`src/hdl/sltr_pkg.sv`:
```
// constants for the per-serdes lane tuning register bank
// assumes eight serdes blocks of four lanes each, one clock, plain register port
//
// Operation
// - a write to a per-lane transmit or receive tuning register lands only in the lanes picked by the four-bit lane pick field of that serdes.
// - every stored tuning value is kept for every lane, picked or not, and is cleared only by the retained reset.
// - the three-bit coarse de-emphasis at bits 15:13, reset 0x3, drives the gen 2 full-swing transmitter when -3.5dB is selected.
// - the five-bit level at bits 20:16, reset 0x15, sets the gen 2 full-swing level when -6.0dB is selected.
// - the three-bit coarse de-emphasis at bits 23:21, reset 0x6, drives gen 2 full-swing de-emphasis when -6.0dB is selected.
// - coarse de-emphasis values are ignored and de-emphasis is off while the port is in low-swing mode.
// - the four-bit level at bits 27:24, reset 0xA, sets the transmit level in low-swing mode at gen 1.
// - the four-bit level at bits 31:28, reset 0xC, sets the transmit level in low-swing mode at gen 2.
// - the equalizer zero control sits at bits 2:0, resets to 0x1, and 0x7 gives the most high-frequency gain.
// - the equalizer boost control sits at bits 5:3, resets to 0x7, the least low-frequency gain and most boost.
// - with zero and boost both zero, receiver equalization of that lane is switched off completely.
// - each of the eight serdes blocks has its own transmit lane control and receiver equalization registers.

package sltr_pkg;

  // ----------------------------------------------------------------
  // geometry
  // ----------------------------------------------------------------
  localparam int NUM_SD       = 8;
  localparam int LANES_PER_SD = 4;
  localparam int NUM_LANES    = NUM_SD * LANES_PER_SD;
  localparam int LANE_IDX_W   = 2;
  localparam int SD_IDX_W     = 3;

  // ----------------------------------------------------------------
  // register map: one 16-byte slot per serdes
  // ----------------------------------------------------------------
  localparam int             ADDR_W     = 8;
  localparam int             DATA_W     = 32;
  localparam int             SD_IDX_LSB = 4;
  localparam int             OFS_W      = 4;
  localparam logic [3:0]     OFS_CTL    = 4'h0;
  localparam logic [3:0]     OFS_TX     = 4'h4;
  localparam logic [3:0]     OFS_RX     = 4'h8;
  localparam int             TOP_BIT    = 7;

  // serdes control: lane pick field
  localparam int             PICK_LSB   = 0;
  localparam int             PICK_W     = 4;
  localparam logic [3:0]     RST_PICK   = 4'hF;

  // ----------------------------------------------------------------
  // transmit lane control one fields
  // ----------------------------------------------------------------
  localparam int LVL3G1_LSB = 0;
  localparam int CDC3G1_LSB = 5;
  localparam int LVL3G2_LSB = 8;
  localparam int CDC3G2_LSB = 13;
  localparam int LVL6_LSB   = 16;
  localparam int CDC6_LSB   = 21;
  localparam int LSG1_LSB   = 24;
  localparam int LSG2_LSB   = 28;
  localparam int LVL_W      = 5;
  localparam int CDC_W      = 3;
  localparam int LS_W       = 4;

  localparam logic [4:0] RST_LVL3G1 = 5'h12;
  localparam logic [2:0] RST_CDC3G1 = 3'h3;
  localparam logic [4:0] RST_LVL3G2 = 5'h18;
  localparam logic [2:0] RST_CDC3G2 = 3'h3;
  localparam logic [4:0] RST_LVL6   = 5'h15;
  localparam logic [2:0] RST_CDC6   = 3'h6;
  localparam logic [3:0] RST_LSG1   = 4'hA;
  localparam logic [3:0] RST_LSG2   = 4'hC;

  localparam logic [31:0] RST_TX = {RST_LSG2, RST_LSG1, RST_CDC6, RST_LVL6,
                                    RST_CDC3G2, RST_LVL3G2, RST_CDC3G1, RST_LVL3G1};

  // ----------------------------------------------------------------
  // receiver equalization lane control fields
  // ----------------------------------------------------------------
  localparam int         EQZ_LSB = 0;
  localparam int         EQB_LSB = 3;
  localparam int         EQ_W    = 3;
  localparam int         RX_W    = 6;
  localparam logic [2:0] RST_EQZ = 3'h1;
  localparam logic [2:0] RST_EQB = 3'h7;
  localparam logic [2:0] EQ_OFF  = 3'h0;
  localparam logic [5:0] RST_RX  = {RST_EQB, RST_EQZ};

  localparam logic [2:0] CDC_OFF = 3'h0;

endpackage : sltr_pkg

```
`src/hdl/sltr_lane_store.sv`:
```
// storage of one lane's transmit and receive tuning words
// assumes write enables are already qualified by the lane pick
`timescale 1ns/1ps

module sltr_lane_store (
  clk_sys,
  rst_n,
  wr_tx,
  wr_rx,
  wdata,
  tx_q,
  rx_q
);
  input  wire logic                       clk_sys;
  input  wire logic                       rst_n;
  input  wire logic                       wr_tx;
  input  wire logic                       wr_rx;
  input  wire logic [sltr_pkg::DATA_W-1:0] wdata;
  output logic      [sltr_pkg::DATA_W-1:0] tx_q;
  output logic      [sltr_pkg::RX_W-1:0]   rx_q;

  logic [sltr_pkg::DATA_W-1:0] tx_ff;
  logic [sltr_pkg::RX_W-1:0]   rx_ff;

  // ----------------------------------------------------------------
  // retained words: unpicked lanes simply keep their value
  // ----------------------------------------------------------------
  always_ff @(posedge clk_sys)
  begin
    if (!rst_n)
    begin
      tx_ff <= sltr_pkg::RST_TX;
      rx_ff <= sltr_pkg::RST_RX;
    end
    else
    begin
      if (wr_tx)
        tx_ff <= wdata;
      if (wr_rx)
        rx_ff <= wdata[sltr_pkg::RX_W-1:0];
    end
  end

  assign tx_q = tx_ff;
  assign rx_q = rx_ff;

endmodule : sltr_lane_store

```
`src/hdl/sltr_regs.sv`:
```
// lane tuning register bank for eight serdes blocks of four lanes
// assumes port mode flags come from logic on clk_sys; the analog side samples the tuning outputs
`timescale 1ns/1ps

module sltr_regs (
  clk_sys,
  rst_n,
  reg_addr,
  reg_wdata,
  reg_wr,
  reg_rd,
  reg_rdata,
  port_low_swing_en,
  port_deemph_6db,
  port_gen2,
  tx_level,
  tx_deemph,
  rx_eq_zero,
  rx_eq_boost,
  rx_eq_en
);
  input  wire logic                                         clk_sys;
  input  wire logic                                         rst_n;
  input  wire logic [sltr_pkg::ADDR_W-1:0]                  reg_addr;
  input  wire logic [sltr_pkg::DATA_W-1:0]                  reg_wdata;
  input  wire logic                                         reg_wr;
  input  wire logic                                         reg_rd;
  output logic      [sltr_pkg::DATA_W-1:0]                  reg_rdata;
  input  wire logic [sltr_pkg::NUM_SD-1:0]                  port_low_swing_en;
  input  wire logic [sltr_pkg::NUM_SD-1:0]                  port_deemph_6db;
  input  wire logic [sltr_pkg::NUM_SD-1:0]                  port_gen2;
  output logic      [sltr_pkg::NUM_LANES*sltr_pkg::LVL_W-1:0] tx_level;
  output logic      [sltr_pkg::NUM_LANES*sltr_pkg::CDC_W-1:0] tx_deemph;
  output logic      [sltr_pkg::NUM_LANES*sltr_pkg::EQ_W-1:0]  rx_eq_zero;
  output logic      [sltr_pkg::NUM_LANES*sltr_pkg::EQ_W-1:0]  rx_eq_boost;
  output logic      [sltr_pkg::NUM_LANES-1:0]               rx_eq_en;

  // ----------------------------------------------------------------
  // address decode
  // ----------------------------------------------------------------
  wire logic [sltr_pkg::SD_IDX_W-1:0] sd_idx;
  wire logic [sltr_pkg::OFS_W-1:0]    ofs;
  wire logic                          in_range;
  wire logic                          hit_ctl;
  wire logic                          hit_tx;
  wire logic                          hit_rx;

  assign sd_idx   = reg_addr[sltr_pkg::SD_IDX_LSB +: sltr_pkg::SD_IDX_W];
  assign ofs      = reg_addr[0 +: sltr_pkg::OFS_W];
  assign in_range = ~reg_addr[sltr_pkg::TOP_BIT];
  assign hit_ctl  = in_range && (ofs == sltr_pkg::OFS_CTL);
  assign hit_tx   = in_range && (ofs == sltr_pkg::OFS_TX);
  assign hit_rx   = in_range && (ofs == sltr_pkg::OFS_RX);

  logic [sltr_pkg::PICK_W-1:0] pick_ff [sltr_pkg::NUM_SD];
  logic [sltr_pkg::DATA_W-1:0] tx_q    [sltr_pkg::NUM_LANES];
  logic [sltr_pkg::RX_W-1:0]   rx_q    [sltr_pkg::NUM_LANES];

  // ----------------------------------------------------------------
  // per-serdes control and per-lane storage
  // ----------------------------------------------------------------
  genvar gs;
  genvar gl;
  generate
    for (gs = 0; gs < sltr_pkg::NUM_SD; gs++)
    begin : g_sd
      // genvars take no part-select on every tool, so the index goes through an int constant
      localparam int SD = gs;
      wire logic wr_ctl;
      assign wr_ctl = reg_wr && hit_ctl && (sd_idx == SD[sltr_pkg::SD_IDX_W-1:0]);

      always_ff @(posedge clk_sys)
      begin
        if (!rst_n)
          pick_ff[gs] <= sltr_pkg::RST_PICK;
        else if (wr_ctl)
          pick_ff[gs] <= reg_wdata[sltr_pkg::PICK_LSB +: sltr_pkg::PICK_W];
      end

      for (gl = 0; gl < sltr_pkg::LANES_PER_SD; gl++)
      begin : g_lane
        localparam int LN = gs * sltr_pkg::LANES_PER_SD + gl;
        wire logic sel;
        wire logic wr_tx;
        wire logic wr_rx;
        wire logic ls;
        wire logic [sltr_pkg::DATA_W-1:0] t;
        wire logic [sltr_pkg::LVL_W-1:0]  nxt_lvl;
        wire logic [sltr_pkg::CDC_W-1:0]  nxt_cdc;
        wire logic [sltr_pkg::LVL_W-1:0]  ls_lvl;
        wire logic [sltr_pkg::LVL_W-1:0]  fs_lvl;
        wire logic [sltr_pkg::CDC_W-1:0]  fs_cdc;
        wire logic [sltr_pkg::EQ_W-1:0]   eqz;
        wire logic [sltr_pkg::EQ_W-1:0]   eqb;
        logic [sltr_pkg::LVL_W-1:0] lvl_ff;
        logic [sltr_pkg::CDC_W-1:0] cdc_ff;
        logic [sltr_pkg::EQ_W-1:0]  eqz_ff;
        logic [sltr_pkg::EQ_W-1:0]  eqb_ff;
        logic                       eqen_ff;

        assign sel   = (sd_idx == SD[sltr_pkg::SD_IDX_W-1:0]) && pick_ff[gs][gl];
        assign wr_tx = reg_wr && hit_tx && sel;
        assign wr_rx = reg_wr && hit_rx && sel;

        sltr_lane_store u_store (
          .clk_sys (clk_sys),
          .rst_n   (rst_n),
          .wr_tx   (wr_tx),
          .wr_rx   (wr_rx),
          .wdata   (reg_wdata),
          .tx_q    (tx_q[LN]),
          .rx_q    (rx_q[LN])
        );

        // pick the active level and de-emphasis from the port's mode
        assign t  = tx_q[LN];
        assign ls = port_low_swing_en[gs];
        assign ls_lvl = port_gen2[gs]
                      ? {1'b0, t[sltr_pkg::LSG2_LSB +: sltr_pkg::LS_W]}
                      : {1'b0, t[sltr_pkg::LSG1_LSB +: sltr_pkg::LS_W]};
        assign fs_lvl = !port_gen2[gs]    ? t[sltr_pkg::LVL3G1_LSB +: sltr_pkg::LVL_W]
                      : port_deemph_6db[gs] ? t[sltr_pkg::LVL6_LSB +: sltr_pkg::LVL_W]
                      : t[sltr_pkg::LVL3G2_LSB +: sltr_pkg::LVL_W];
        assign fs_cdc = !port_gen2[gs]    ? t[sltr_pkg::CDC3G1_LSB +: sltr_pkg::CDC_W]
                      : port_deemph_6db[gs] ? t[sltr_pkg::CDC6_LSB +: sltr_pkg::CDC_W]
                      : t[sltr_pkg::CDC3G2_LSB +: sltr_pkg::CDC_W];
        assign nxt_lvl = ls ? ls_lvl : fs_lvl;
        assign nxt_cdc = ls ? sltr_pkg::CDC_OFF : fs_cdc;
        assign eqz     = rx_q[LN][sltr_pkg::EQZ_LSB +: sltr_pkg::EQ_W];
        assign eqb     = rx_q[LN][sltr_pkg::EQB_LSB +: sltr_pkg::EQ_W];

        // registered so the analog side never sees a decode glitch
        always_ff @(posedge clk_sys)
        begin
          if (!rst_n)
          begin
            lvl_ff  <= sltr_pkg::RST_LVL3G1;
            cdc_ff  <= sltr_pkg::RST_CDC3G1;
            eqz_ff  <= sltr_pkg::RST_EQZ;
            eqb_ff  <= sltr_pkg::RST_EQB;
            eqen_ff <= (sltr_pkg::RST_EQZ != sltr_pkg::EQ_OFF) || (sltr_pkg::RST_EQB != sltr_pkg::EQ_OFF);
          end
          else
          begin
            lvl_ff  <= nxt_lvl;
            cdc_ff  <= nxt_cdc;
            eqz_ff  <= eqz;
            eqb_ff  <= eqb;
            eqen_ff <= !((eqz == sltr_pkg::EQ_OFF) && (eqb == sltr_pkg::EQ_OFF));
          end
        end

        assign tx_level[LN*sltr_pkg::LVL_W +: sltr_pkg::LVL_W]   = lvl_ff;
        assign tx_deemph[LN*sltr_pkg::CDC_W +: sltr_pkg::CDC_W]  = cdc_ff;
        assign rx_eq_zero[LN*sltr_pkg::EQ_W +: sltr_pkg::EQ_W]   = eqz_ff;
        assign rx_eq_boost[LN*sltr_pkg::EQ_W +: sltr_pkg::EQ_W]  = eqb_ff;
        assign rx_eq_en[LN]                                      = eqen_ff;
      end
    end
  endgenerate

  // ----------------------------------------------------------------
  // read path
  // ----------------------------------------------------------------
  // no lane picked falls back to lane 0 so a read is always defined
  function automatic logic [sltr_pkg::LANE_IDX_W-1:0] lowest_pick(input logic [sltr_pkg::PICK_W-1:0] p);
    logic [sltr_pkg::LANE_IDX_W-1:0] r;
    r = '0;
    for (int i = sltr_pkg::PICK_W - 1; i >= 0; i--)
      if (p[i])
        r = i[sltr_pkg::LANE_IDX_W-1:0];
    return r;
  endfunction : lowest_pick

  wire logic [sltr_pkg::PICK_W-1:0]                     cur_pick;
  wire logic [sltr_pkg::SD_IDX_W+sltr_pkg::LANE_IDX_W-1:0] rd_lane;
  wire logic [sltr_pkg::DATA_W-1:0]                     ctl_word;
  wire logic [sltr_pkg::DATA_W-1:0]                     rx_word;
  wire logic [sltr_pkg::DATA_W-1:0]                     nxt_rdata;
  logic      [sltr_pkg::DATA_W-1:0]                     rdata_ff;

  assign cur_pick  = pick_ff[sd_idx];
  assign rd_lane   = {sd_idx, lowest_pick(cur_pick)};
  assign ctl_word  = {{(sltr_pkg::DATA_W-sltr_pkg::PICK_W){1'b0}}, cur_pick};
  assign rx_word   = {{(sltr_pkg::DATA_W-sltr_pkg::RX_W){1'b0}}, rx_q[rd_lane]};
  assign nxt_rdata = hit_ctl ? ctl_word
                   : hit_tx  ? tx_q[rd_lane]
                   : hit_rx  ? rx_word
                   : '0;

  always_ff @(posedge clk_sys)
  begin
    if (!rst_n)
      rdata_ff <= '0;
    else if (reg_rd)
      rdata_ff <= nxt_rdata;
    else
      rdata_ff <= '0;
  end

  assign reg_rdata = rdata_ff;

endmodule : sltr_regs

```
`config.mk`:
```
export PLATFORM = sky130hd
export DESIGN_NAME = sltr_regs
export DESIGN_NICKNAME = d
export VERILOG_FILES = /design/src/hdl/sltr_pkg.sv /design/src/hdl/sltr_lane_store.sv /design/src/hdl/sltr_regs.sv
export SDC_FILE = /design/constraint.sdc
export NUM_CORES = 2
export LEC_CHECK = 0
export ABC_AREA = 1
export ABC_CLOCK_PERIOD_IN_PS = 3400
export BUFFER_PORTS_ARGS = -buffer_cell sky130_fd_sc_hd__buf_2
export CORE_MARGIN = 4
export CORE_UTILIZATION = 60
export DETAILED_ROUTE_END_ITERATION = 10
export PLACE_DENSITY = 0.79
export SKIP_LAST_GASP = 1
export SLEW_MARGIN = 25
export SYNTH_ARGS = -nofsm -noshare
export SYNTH_HDL_FRONTEND = slang
export SYNTH_SLANG_ARGS = --single-unit
```
`constraint.sdc`:
```
create_clock -name clk_sys -period 3.4 [get_ports clk_sys]
set_clock_uncertainty 0.15 [all_clocks]
set_input_delay 0.34 -clock clk_sys [delete_from_list [all_inputs] [get_ports clk_sys]]
set_output_delay 0.34 -clock clk_sys [all_outputs]
set_load 0.03 [all_outputs]
```
### Word-level counts from Yosys, hierarchy flattened

Memories as Yosys holds them, arrays and structs flattened.
Index checks and enable logic that the tools add are counted.

| operators by class | value |
|---|---|
| div/mod/pow operators | 0 |
| multiply operators | 0 |
| magnitude comparators | 1 |
| bitwise operators | 12 |
| reductions and logical operators | 250 |
| shift operators | 0 |
| equal/unequal tests | 9 |
| multiplexer cells | 270 |
| add/sub/neg operators | 0 |

Operators by type and width:

| operator | count |
|---|---|
| $mux 5 | 96 |
| $logic_not 3->1 | 65 |
| $mux 3 | 64 |
| $mux 4 | 41 |
| $bmux 32 s5 | 1 |
| $logic_and 1x1->1 | 142 |
| $mux 32 | 3 |
| $mux 2 | 36 |
| $logic_not 1->1 | 32 |
| $bmux 6 s5 | 1 |
| $mux 1 | 25 |
| $mux 6 | 3 |
| $reduce_or 2->1 | 8 |
| $eq 3x3->1 const B | 4 |
| $or 1x1->1 | 8 |
| $eq 3x2->1 const B | 2 |
| $ge 6x6->1 const B | 1 |
| $not 5->6 | 1 |
| $eq 4x3->1 const B | 1 |
| $eq 4x4->1 const B | 1 |
| $logic_not 4->1 | 1 |
| $eq 3x1->1 const B | 1 |
| $not 1->1 | 3 |
| $reduce_or 3->1 | 1 |
| $reduce_and 2->1 | 1 |

| storage, ports and cells | value |
|---|---|
| memories kept | 1 |
| memory bits (read-only) | 0 |
| bits of input ports | 68 |
| bits in latches | 0 |
| memory bits (writable) | 32 |
| output and inout port bits | 512 |
| logic and storage cells | 801 |
| register bits | 1728 |

Memory list:

| memory | words | bits a word | read ports | clocked after memory_dff | write ports | line | RTL |
|---|---|---|---|---|---|---|---|
| pick_ff | 8 | 4 | 9 | 0 | 8 | sltr_regs.sv:55 | `logic [sltr_pkg::PICK_W-1:0] pick_ff [sltr_pkg::NUM_SD];` |

### Logic depth before layout (Yosys ltp)

An unclocked memory read counts as a cell.

| depth | value |
|---|---|
| word-level depth | 12 |
| mapped depth | 25 |
| gate-level depth less buffers | 22 |

### By module

Synthesis repeated with hierarchy kept, for this count alone.

| unflattened totals | value |
|---|---|
| cell total of the unflattened synthesis | 12104 |
| area, all modules | 80278.2 sq um |

Modules (own cells, without submodules):

| module | seq. area each (sq um) | times used | area each (sq um) | cells an instance |
|---|---|---|---|---|
| sltr_lane_store | 760.7 | 32 | 1417.6 | 198 |
| sltr_regs | 11210.8 | 1 | 34914.7 | 5768 |

### Least setup slack after synthesis

Ideal clock, no wire load.

| timing path | value |
|---|---|
| kind | input -> register |
| start | input port reg_addr[5] in the netlist's numbering |
| end | register rdata_ff (netlist bit reg_rdata[19]) |
| setup time | 0.120 ns |
| setup slack | 0.985 ns |
| path buffers | 3 |
| arrival | 2.145 ns |
| cell stages on the path | 19 |
| required time | 3.130 ns |
| path through | buf_4 inv_2 nand2_2 nor2_1 nor2_1 nand2_1 nand2_1 nand2_1 inv_2 nand2_4 buf_2 clkbuf_1 a21oi_1 o21ai_0 o21ai_1 nand2_1 nand3_1 o21ai_0 a21oi_1 |

| on the way | value |
|---|---|
| cells in the longest elaborated chain, start to end | 10 |

Ends and longest elaborated chain:

| element | line | RTL |
|---|---|---|
| start: declaration | sltr_regs.sv:24 | `input wire logic [sltr_pkg::ADDR_W-1:0] reg_addr;` |
| $mem_v2 8x4 | n/a |  |
| $mux 2 (4 in a row) | sltr_regs.sv:170 | `if (p[i])` |
| $not 5->6 (not written as such) * | sltr_regs.sv:187 | `: hit_tx ? tx_q[rd_lane]` |
| $bmux 32 s5 * | sltr_regs.sv:187 |  |
| $mux 32 (not written as such) * (2 in a row) | sltr_regs.sv:187 |  |
| $mux 32 * | sltr_regs.sv:187 |  |
| end signal: assignment | sltr_regs.sv:196 | `rdata_ff <= nxt_rdata;` |
| end: declaration | sltr_regs.sv:180 | `logic [sltr_pkg::DATA_W-1:0] rdata_ff;` |

Mark *: on every way between the ends. The rest lies on a longest branch, timed or not. The select of a mux whose other input is x is not followed.
A chain may end at the register's enable or synchronous reset.

==> metrics <==
Clock Sink Count 1760; Top delay family on crit path buffers and inverters; largest net degree at the start of global routing 158; Slowest cell on crit path o211ai_1; worst-path fanout max 10; critical path required time 3.95 ns; critical hold path startpoint port_gen2[1]; # rows 130; pwr dens 555 nW/µm²; final instance area 88500 µm²; Buf+Inv Stages, Crit Path 6; Main synth FF type dfxtp_1; WHS Path Cells 4; sequential area share after synthesis 0.467; level count of the clock H-tree 4; Die X 364 µm; leakage 39.7 nW; DR pass1 iterations 9; Worst R2R Setup Slack -0.01 ns; Worst setup EP type register; Post-synth EDFFs 32; slew margin rel. 0.166; Pins Over Slew Limit 0; post-route ant nets 0; DRC 0; reg2reg end reg_rdata[21]; CP arrival 3.96 ns; initial antenna violation count 25; placed inst area 81700 µm²; Final Power 0.0492 W; worst r2r path cells 17; via count 81254; total core area 126000 µm²; die area 133000 µm²; CTS tree yes; Ports 580; maximum vdd drop 0.550 mV; synth unique cells 33; RSZ-0062 raised after global routing true; max cap viols 0; Slowest Stage Delay on Critical Path 0.78 ns; type of the most critical hold path input port to register; Placer Congestion 1.07; final hold violations 0; end of the worst hold path g_sd[1].g_lane[2].lvl_ff[0]; WS Path Type register to register; Post-synth ARST share 0; Initial Util 0.605; CTS clk-pin slew, worst paths 0.06 ns; Layout area overhead 16.4%; Max Freq 0.293 GHz; final period utilization 1.00; Avg WL per Cell 26.4 µm; Clk Tree Root Cell clkbuf_16; post-DP HPWL 229 mm; CP cell instances inv_1 > nor2_1 > a21oi_1 > nand2_1 > nand2_1 > nand2_1 > inv_4 > nand2_8 > buf_12 > inv_8 > buf_16 > buf_4 > nor2_1 > o211ai_1 > nand3_2 > nor3_2 > nor2_1; R2R Path Start pick_ff[7][0]; Starting DRT DRC Count 13528; Vias/cell 6.36; grt total ovfl 0; violated checks setup timing; crit path launch type register; Critical Path Stages 17; final setup fails 1; status finished with violations; post-synthesis cell area 76100 µm²; Routed WL 337 mm; Syn Nets 10691; Period minus WS final 3.41 ns; Longest Clk Path Bufs 3; IO Port Bufs 579; Post-Syn Instances 10623; YS warnings 0; share of post-route cells with drive strength above 1 0.132; TritonCTS Buffers 177; mean post-synth cell area 7.16 µm²; post-route setup slack -0.0118 ns; Die H 364 µm; post-route insts no fill 12767; GR Util All Layers 0.486; number of global-route vias before repair 73753; fill count 10273; Worst-Skew Late Latency 0.82 ns; Synth Register Bits 1760; Cells after DPL 12387; first-pass GRT wire length 485 mm; final net count 11033; worst-margin pin slew 1.25 ns
-- per-layer routing --
layer / GRT usage / vias to the layer above / part of all wire
li1: - / 35847 / -
met1: 0.612 / 37437 / 0.35
met2: 0.720 / 6453 / 0.41
met3: 0.128 / 1493 / 0.14
met4: 0.355 / 24 / 0.094
met5: 0 / - / 0.00050
-- flip-flops by register name, indices dropped and copies added, names as in the netlist --
name,cells
g_sd.g_lane.u_store.tx_q,1024
g_sd.g_lane.u_store.rx_q,192
g_sd.g_lane.lvl_ff,160
g_sd.g_lane.cdc_ff,96
g_sd.g_lane.eqb_ff,96
g_sd.g_lane.eqz_ff,96
g_sd.g_lane.eqen_ff,32
pick_ff,32
reg_rdata,32
-- cells in the final DEF (no fill, tap or decap), types with 32 or more instances in the layout --
master,count
a21oi_1,1108
a32o_1,43
buf_12,63
buf_2,573
buf_4,430
clkbuf_1,33
clkbuf_16,189
clkbuf_8,37
dfxtp_1,1728
dlygate4sd3_1,35
edfxtp_1,32
inv_1,951
nand2_1,2070
nand3_1,572
nand4_1,36
nor2_1,726
nor3_1,60
o211ai_1,530
o21ai_0,1415
o21ai_1,228
or2_2,36
-- worst reg2reg max path: stages (launching register included) --
cell      delay (ns)
edfxtp_1        0.37
inv_1           0.14
nor2_1          0.07
a21oi_1         0.16
nand2_1         0.08
nand2_1         0.07
nand2_1         0.13
inv_4           0.14
nand2_8         0.08
buf_12          0.16
inv_8           0.17
buf_16          0.21
buf_4           0.14
nor2_1          0.03
o211ai_1        0.78
nand3_2         0.23
nor3_2          0.15
nor2_1          0.06
-- what timing repair did --
| item | CTS | global route |
|---|---|---|
| hold endpoints to repair | 200 | 8 |
| resized for setup | 3 | 29 |
| hold buffers | 34 | 1 |
| endpoints found under the setup margin | 4 | 13 |
| cloned | 0 | 5 |
| pin swaps | 3 | 4 |
| setup buffers | 2 | 8 |
-- synth_stat cells, drive strengths merged, types with 12 or more instances --
cell	count	area, µm²
nand2	2081	7830
dfxtp	1728	34600
o21ai	1646	8240
a21oi	1108	5550
inv	967	3630
nor2	746	2800
clkbuf	707	2650
nand3	573	2870
o211ai	530	3980
buf	247	1300
nor3	61	305
a32o	43	430
nand4	36	225
or2	36	225
edfxtp	32	961
o22ai	30	188
clkinv	20	76.3
a211oi	12	90.1
-- cells by family after synthesis --
logic type             share of synthesized area
AOI/OAI and AO/OA                          0.244
and+or+nand+nor                            0.188
buffers and inverters                      0.101
DFF                                        0.467
-- metrics by stage --
| stage | hold slack, ns | utilization | setup TNS, ns | setup slack [ns] |
|---|---|---|---|---|
| final | 0.0596 | 0.704 | -0.0118 | -0.0118 |
| after global routing | 0.0334 | 0.704 | -0.109 | -0.0592 |
| after CTS | 0.00499 | 0.702 | -0.0428 | -0.0398 |
| after detailed placement | 0.281 | 0.650 | -2.54 | -0.354 |
| after global placement | 0.274 | 0.650 | -2.95 | -0.361 |
| after floorplan | 0.257 | - | 0 | 0.985 |
-- worst max path at each step --
stage	slack, ns	to	from
2_1_floorplan	0.98	reg_rdata[19]	reg_addr[5]
3_3_place_gp	-0.36	reg_rdata[21]	reg_addr[4]
3_5_place_dp	-0.35	reg_rdata[21]	reg_addr[4]
4_1_cts	-0.04	reg_rdata[21]	pick_ff[7][3]
5_1_grt	-0.06	reg_rdata[21]	pick_ff[7][0]
6_report	-0.01	reg_rdata[21]	pick_ff[7][0]
-- power by group --
group | internal, W | switching [W] | leakage [nW]
sequential | 0.0209 | 0.0000943 | 14.3
clock | 0.0120 | 0.00869 | 3.01
combinational | 0.00205 | 0.00545 | 22.3
-- cell type report --
| cell class | count | area [µm²] | area share |
|---|---|---|---|
| clock buffer | 254 | 5240 | 0.0592 |
| multi-input combinational | 6922 | 33000 | 0.373 |
| sequential | 1760 | 35600 | 0.402 |
| clock inverter | 67 | 868 | 0.00981 |
| inverter | 987 | 3720 | 0.0420 |
| antenna | 10 | 25.0 | 0.000283 |
| tap | 1650 | 2060 | 0.0233 |
| timing repair buffer | 1117 | 8080 | 0.0912 |
(Power assumes the default switching activity.)
